`src/verilog/sarsr_pkg.sv`:
```
// Package for the serial readout converter: widths, phases and carriers.
package sarsr_pkg;
   localparam int         RES_BITS      = 12;
   localparam logic [11:0] CODE_FULL    = 12'hfff;
   localparam logic [11:0] CODE_MID     = 12'h800;
   localparam logic [11:0] CODE_MID_M1  = 12'h7ff;
   localparam logic [11:0] CODE_ZERO    = 12'h000;
   // Falling shift-clock edges spent sampling before the null bit
   localparam logic [4:0] SAMPLE_EDGES  = 5'h02;
   // Falling-edge counts at which phases change, counted from select low
   localparam logic [4:0] EDGE_NULL     = 5'h02;
   localparam logic [4:0] EDGE_MSB      = 5'h03;
   localparam logic [4:0] EDGE_LSB      = 5'h0e;
   localparam logic [4:0] EDGE_REV_END  = 5'h19;
   localparam logic [4:0] EDGE_TRI      = 5'h1a;

   typedef enum logic [2:0] {
      SARSR_IDLE,
      SARSR_SAMPLE,
      SARSR_NULL,
      SARSR_CONV,
      SARSR_REPEAT,
      SARSR_DONE
   } sarsr_phase_t;

   // Serial output pin as two signals
   typedef struct packed {
      logic dout;
      logic dout_oe;
   } sarsr_pin_t;

   // Power state of the converter
   typedef struct packed {
      logic analog_pd;
      logic digital_pd;
   } sarsr_power_t;
endpackage

```
`src/verilog/sarsr_sync.sv`:
```
// Two-flop synchroniser with falling and rising edge detection on the second stage.
`timescale 1ns/10ps
`default_nettype none
module sarsr_sync
   import sarsr_pkg::*;
(
   // Clock and reset
   input  wire logic clk,
   input  wire logic arst_n,
   input  wire logic rst_val,
   // Asynchronous level in, synchronised level out
   input  wire logic din,
   output logic      dout,
   output logic      fall,
   output logic      rise
);
   logic s1_r;
   logic s2_r;
   logic s3_r;

   // Flops store the level relative to rst_val, so reset reads as the idle level
   always_ff @(posedge clk or negedge arst_n) begin
      if (!arst_n) begin
         s1_r <= 1'b0;
         s2_r <= 1'b0;
         s3_r <= 1'b0;
      end else begin
         s1_r <= din ^ rst_val;
         s2_r <= s1_r;
         s3_r <= s2_r;
      end
   end

   assign dout = s2_r ^ rst_val;
   assign fall = (s3_r ^ rst_val) & ~(s2_r ^ rst_val);
   assign rise = ~(s3_r ^ rst_val) & (s2_r ^ rst_val);
endmodule
`default_nettype wire

```
`src/verilog/sarsr_top.sv`:
```
// Sequencing, output coding and power control of the serial readout converter.
`timescale 1ns/10ps
`default_nettype none
// How it works
// - Result is straight binary: fff full scale, 800 midscale, 7ff below, 000 zero.
// - Power-down holds after conversion completes and whenever select is high.
// - After completion only analog powers down; digital only while select high.
// - Each bit goes out once decided; select high abandons the conversion.
// - Each shift-clock cycle outputs previous decision and decides the next bit.
// - Select low starts; input is sampled for the first two shift-clock periods.
// - After second falling edge output enables with a low null bit, then MSB first.
// - After LSB repeat LSB first; after MSB repeated go tri-state, ignore clocks.
// - New conversion only after select goes high then low again.
module sarsr_top
   import sarsr_pkg::*;
#(
   parameter int RES_W = RES_BITS
)
(
   // System clock and reset
   input  wire logic             clk,
   input  wire logic             arst_n,
   // Serial link pins from the host
   input  wire logic             conv_sel_n,
   input  wire logic             serial_shift_clock,
   // Comparator decision for the bit under trial
   input  wire logic             cmp_above,
   // Serial output pin
   output logic                  dout,
   output logic                  dout_oe,
   // Trial code driven to the capacitor array
   output logic [RES_W-1:0]      dac_code,
   output logic                  sample_en,
   // Power state and finished result
   output logic                  analog_pd,
   output logic                  digital_pd,
   output logic [RES_W-1:0]      result,
   output logic                  result_valid
);
   logic         sel_n_s;
   logic         sel_fall;
   logic         sel_rise;
   logic         sclk_s;
   logic         sclk_fall;
   logic         sclk_rise;

   sarsr_phase_t phase_r;
   logic [4:0]   edge_cnt_r;
   logic [RES_W-1:0] sar_r;
   logic [RES_W-1:0] trial_r;
   logic [RES_W-1:0] result_r;
   logic         valid_r;
   sarsr_pin_t   pin_r;
   sarsr_power_t pwr_r;

   // Select and shift clock come from pins
   sarsr_sync u_sel (
      .clk     (clk),
      .arst_n  (arst_n),
      .rst_val (1'b1),
      .din     (conv_sel_n),
      .dout    (sel_n_s),
      .fall    (sel_fall),
      .rise    (sel_rise)
   );

   // Shift clock idles low, so no false edge after reset
   sarsr_sync u_sclk (
      .clk     (clk),
      .arst_n  (arst_n),
      .rst_val (1'b0),
      .din     (serial_shift_clock),
      .dout    (sclk_s),
      .fall    (sclk_fall),
      .rise    (sclk_rise)
   );

   // Bit index of the MSB-first step n
   function automatic logic [3:0] msb_idx(input logic [4:0] e);
      msb_idx = 4'(int'(RES_W) - 1 - (int'(e) - int'(EDGE_MSB)));
   endfunction

   // Bit index of the LSB-first repeat step n
   function automatic logic [3:0] lsb_idx(input logic [4:0] e);
      lsb_idx = 4'(int'(e) - int'(EDGE_LSB));
   endfunction

   // Phase sequencing on falling shift-clock edges
   always_ff @(posedge clk or negedge arst_n) begin
      if (!arst_n) begin
         phase_r    <= SARSR_IDLE;
         edge_cnt_r <= 5'h00;
      end else if (sel_n_s) begin
         phase_r    <= SARSR_IDLE;
         edge_cnt_r <= 5'h00;
      end else begin
         case (phase_r)
            SARSR_IDLE: begin
               if (sel_fall) begin
                  phase_r    <= SARSR_SAMPLE;
                  edge_cnt_r <= 5'h00;
               end
            end
            SARSR_SAMPLE: begin
               if (sclk_fall) begin
                  edge_cnt_r <= edge_cnt_r + 5'h01;
                  if (edge_cnt_r + 5'h01 == SAMPLE_EDGES) begin
                     phase_r <= SARSR_NULL;
                  end
               end
            end
            SARSR_NULL: begin
               if (sclk_fall) begin
                  edge_cnt_r <= edge_cnt_r + 5'h01;
                  phase_r    <= SARSR_CONV;
               end
            end
            SARSR_CONV: begin
               if (sclk_fall) begin
                  edge_cnt_r <= edge_cnt_r + 5'h01;
                  if (edge_cnt_r == EDGE_LSB) begin
                     phase_r <= SARSR_REPEAT;
                  end
               end
            end
            SARSR_REPEAT: begin
               if (sclk_fall) begin
                  edge_cnt_r <= edge_cnt_r + 5'h01;
                  if (edge_cnt_r == EDGE_REV_END) begin
                     phase_r <= SARSR_DONE;
                  end
               end
            end
            SARSR_DONE: begin
               phase_r <= SARSR_DONE;
            end
            default: begin
               phase_r <= SARSR_IDLE;
            end
         endcase
      end
   end

   // Successive approximation: one decision per shift-clock cycle
   always_ff @(posedge clk or negedge arst_n) begin
      if (!arst_n) begin
         sar_r   <= '0;
         trial_r <= '0;
      end else if (sel_n_s || phase_r == SARSR_IDLE) begin
         sar_r   <= '0;
         trial_r <= '0;
      end else if (sclk_fall && phase_r == SARSR_SAMPLE && edge_cnt_r + 5'h01 == SAMPLE_EDGES) begin
         sar_r   <= '0;
         trial_r <= {1'b1, {(RES_W-1){1'b0}}};
      end else if (sclk_rise && phase_r == SARSR_CONV) begin
         // Straight binary: a set bit means input at or above its weight
         if (cmp_above) begin
            sar_r <= sar_r | trial_r;
         end
         trial_r <= trial_r >> 1;
      end else if (sclk_rise && phase_r == SARSR_NULL) begin
         if (cmp_above) begin
            sar_r <= sar_r | trial_r;
         end
         trial_r <= trial_r >> 1;
      end
   end

   // Finished result, kept until the next start
   always_ff @(posedge clk or negedge arst_n) begin
      if (!arst_n) begin
         result_r <= '0;
         valid_r  <= 1'b0;
      end else if (sel_fall) begin
         valid_r  <= 1'b0;
      end else if (sclk_fall && phase_r == SARSR_CONV && edge_cnt_r == EDGE_LSB) begin
         result_r <= sar_r;
         valid_r  <= 1'b1;
      end
   end

   // Serial output updated on falling shift-clock edges
   always_ff @(posedge clk or negedge arst_n) begin
      if (!arst_n) begin
         pin_r <= '{dout: 1'b0, dout_oe: 1'b0};
      end else if (sel_n_s) begin
         pin_r <= '{dout: 1'b0, dout_oe: 1'b0};
      end else if (sclk_fall) begin
         case (phase_r)
            SARSR_SAMPLE: begin
               if (edge_cnt_r + 5'h01 == SAMPLE_EDGES) begin
                  pin_r <= '{dout: 1'b0, dout_oe: 1'b1};
               end
            end
            SARSR_NULL: begin
               pin_r <= '{dout: sar_r[msb_idx(EDGE_MSB)], dout_oe: 1'b1};
            end
            SARSR_CONV: begin
               if (edge_cnt_r == EDGE_LSB) begin
                  pin_r <= '{dout: sar_r[lsb_idx(edge_cnt_r + 5'h01)], dout_oe: 1'b1};
               end else begin
                  pin_r <= '{dout: sar_r[msb_idx(edge_cnt_r + 5'h01)], dout_oe: 1'b1};
               end
            end
            SARSR_REPEAT: begin
               if (edge_cnt_r == EDGE_REV_END) begin
                  pin_r <= '{dout: 1'b0, dout_oe: 1'b0};
               end else begin
                  pin_r <= '{dout: result_r[lsb_idx(edge_cnt_r + 5'h01)], dout_oe: 1'b1};
               end
            end
            default: begin
               pin_r <= pin_r;
            end
         endcase
      end
   end

   // Power state
   always_ff @(posedge clk or negedge arst_n) begin
      if (!arst_n) begin
         pwr_r <= '{analog_pd: 1'b1, digital_pd: 1'b1};
      end else begin
         pwr_r.digital_pd <= sel_n_s;
         pwr_r.analog_pd  <= sel_n_s || phase_r == SARSR_IDLE || phase_r == SARSR_REPEAT
                             || phase_r == SARSR_DONE;
      end
   end

   assign dout         = pin_r.dout;
   assign dout_oe      = pin_r.dout_oe;
   assign dac_code     = sar_r | trial_r;
   assign sample_en    = (phase_r == SARSR_SAMPLE) && !sel_n_s;
   assign analog_pd    = pwr_r.analog_pd;
   assign digital_pd   = pwr_r.digital_pd;
   assign result       = result_r;
   assign result_valid = valid_r;
endmodule
`default_nettype wire

```
`config.mk`:
```
export PLATFORM = sky130hd
export DESIGN_NAME = sarsr_top
export DESIGN_NICKNAME = d
export VERILOG_FILES = /design/src/verilog/sarsr_pkg.sv /design/src/verilog/sarsr_sync.sv /design/src/verilog/sarsr_top.sv
export SDC_FILE = /design/constraint.sdc
export NUM_CORES = 1
export LEC_CHECK = 0
export ABC_AREA = 1
export BUFFER_PORTS_ARGS = -buffer_cell sky130_fd_sc_hd__clkbuf_2
export CORE_ASPECT_RATIO = 1.1
export CORE_MARGIN = 8
export CORE_UTILIZATION = 58
export DETAILED_ROUTE_END_ITERATION = 8
export PLACE_DENSITY = 0.79
export SLEW_MARGIN = 20
export SYNTH_ARGS = -nofsm -noshare
export SYNTH_HDL_FRONTEND = slang
export SYNTH_SLANG_ARGS = --single-unit
```
`constraint.sdc`:
```
create_clock -name clk -period 3.1 [get_ports clk]
set_input_delay 0.93 -clock clk [delete_from_list [all_inputs] [get_ports clk]]
set_output_delay 0.93 -clock clk [all_outputs]
set_load 0.005 [all_outputs]
```
==> reports/metrics.cfg <==
[outcome]
outcome=completed

[cells_and_area]
syn_to_final_growth_pct=9.36
final_common_cell=nand2_1
final_cell_mix=nand2_1 (114), dfrtp_1 (53), nand3_1 (37), clkbuf_2 (34), inv_1 (25)
fin_util_pct=65.8
layout.nets=411
layout-drive-gt1-share_pct=25.4
fin_area_sq_um=3290
fill_cells=434
antenna_cells=0
seqCellArea_sq_um=1380
multiInputGateArea_sq_um=1410
instances_no_fill=459

[global_route]
grt_overflow=0
grt_start_max_net_pins=56
grt_pass1_wl_um=11000
grt_pass1_vias=2413
antenna_found_initial=0
grtUsageTotal_pct=17.3

[synth]
synth_top_area_cell=dfrtp_1
yosysSeqAreaShare_pct=45.9
synth_seq_cells=55
syn_area_per_cell_sq_um=8.17
ys_warn_count=0
post_synth_num_cell_types=35
synth_fp_nets=379
syn_inst=368
netlist_area_sq_um=3010
synth_area_leaders=dfrtp_1 (44%), nand2_1 (14%), nand3_1 (6.2%), o21ai_0 (4.0%), mux2_2 (3.7%)
netlist.area_leader.share_pct=44.1

[sta]
worst_pin_slew_ps=678
finClkSkew_ps=9.59
holdWs_ps=355
min_period_ps=2470
relSlewSlack_pct=54.8
post-route-period-util_pct=79.8
grt_setup_unrepaired=no
clock.fmax_ghz=0.404
fin_ws_ps=628
maxSlewViolCount=0
finalSetupViolations=0
tns_ps=0
hold_violations=0

[cts]
cts_buffer_depth=2
cts_made_buffers=5
postCtsSetupBuffers=0
cts-root-buf=clkbuf_8
path_clk_slew_ps=90
cts_tree=built
cts-resized-gates=0
clk_latency_ps=310
h-tree-depth=2
clock-sinks=55
cts_hold_buf=0

[critical_path]
worstSetupStartpointType=register
cp_max_fo=10
cp.required_ps=2170
r2r_cells=15
critPathKind=reg -> out
ff2ff_setup_slack_ps=640
cp-end-kind=output port
reg2reg_to=dout
rr_startpoint=edge_cnt_r[0]
cp.arrival_ps=1540

[floorplan]
die_y_um=91.5
core_area_sq_um=5000
dieArea_sq_um=7750
die_x_um=84.7
ioPinCount=35
rows=27
start_util_pct=60.1

[power]
p_leak_nw=1.68
p_per_area_nw_per_um2=622
irDropWorstVdd_mv=0.406
fin_total_pwr_mw=2.05

[detailed_routing]
via_count=2490
dr.pass1.iters=7
wirelength_um=6330
ant_nets=0
routed_via_density=5.42
wl_per_cell_um=13.8
drc=0
drt_iter0_drc=90

[place]
hpwl_um=4710
placed_cells=451
place_area_sq_um=3180
gp_congestion=0.927
place.port_buffers=34
dpl_worst_slack_ps=689

[hold_path]
hold_depth=0
hold_path_class=reg -> reg
whs_endpoint=u_sel.s2_r
hold_start=u_sel.s1_r

[flow_run]
maxCapViolCount=0

[layout make-up]
type	instances	share of cell area [%]
multi-input combinational	270	42.8
sequential	55	41.9
timing repair buffer	39	6.32
inverter	29	3.31
tap	58	2.21
clock buffer	5	2.09
clock inverter	3	1.33
[synthesized netlist by cell type]
cell type,count
nor3_2,1
nand3_2,2
nand3b_1,1
nand2_4,1
buf_6,1
nand3_1,37
ha_1,6
nand2_1,114
inv_2,3
mux2_2,10
nor2_2,12
clkinv_1,1
xor2_1,1
nor2_1,20
or3_4,1
o21ai_1,1
nand4_2,1
clkbuf_1,4
nand4_1,4
nor3_1,2
buf_2,3
dfstp_2,2
o211ai_1,1
inv_1,25
a21oi_1,6
buf_4,4
buf_12,2
dfrtp_1,53
and2_1,1
nor4_1,1
a21boi_0,1
or2_2,12
a21oi_2,8
o21ai_0,24
nand2_2,2
[sequential cells by signal (all words and copies together), names as in the netlist, 3 cells and up]
| register | cells |
|---|---|
| result | 12 |
| sar_r | 12 |
| trial_r | 12 |
| edge_cnt_r | 5 |
| phase_r | 3 |
[worst max-delay path: stages, from the launching register on]
cell	delay, ps
dfrtp_1	520
clkinv_1	300
nor2_1	260
clkbuf_2	150
[logic make-up after synthesis]
group | share of synthesized area [%]
xor+xnor | 0.291
simple gates | 32.3
flops | 45.9
mux | 3.75
buf+inv | 7.32
compound gates | 7.99
fa+ha+maj | 2.50
[layer usage]
layer / part of all wire [%] / global-route usage (%) / vias up
li1: - / - / 1259
met1: 47 / 21.8 / 1162
met2: 48 / 28.4 / 55
met3: 3.4 / 3.42 / 14
met4: 2.0 / 6.69 / 0
met5: 0 / 0 / -
[where the power goes]
part | total, mW | switching [mW] | internal, mW
combinational | 0.765 | 0.526 | 0.238
clock | 0.471 | 0.231 | 0.241
sequential | 0.810 | 0.0504 | 0.759
total | 2.05 | 0.807 | 1.24
[worst max path at each step]
stage | slack [ps] | start | endpoint | cells after the start
floorplan | 740 | edge_cnt_r[0] | dout | 19
global placement | 820 | edge_cnt_r[0] | dout | 15
detailed placement | 690 | edge_cnt_r[0] | dout | 15
CTS | 600 | u_sel.s2_r | sample_en | 3
global route | 410 | edge_cnt_r[0] | dout | 15
finish | 630 | u_sel.s2_r | sample_en | 3
Note: power is estimated with default switching activity, not from simulation.
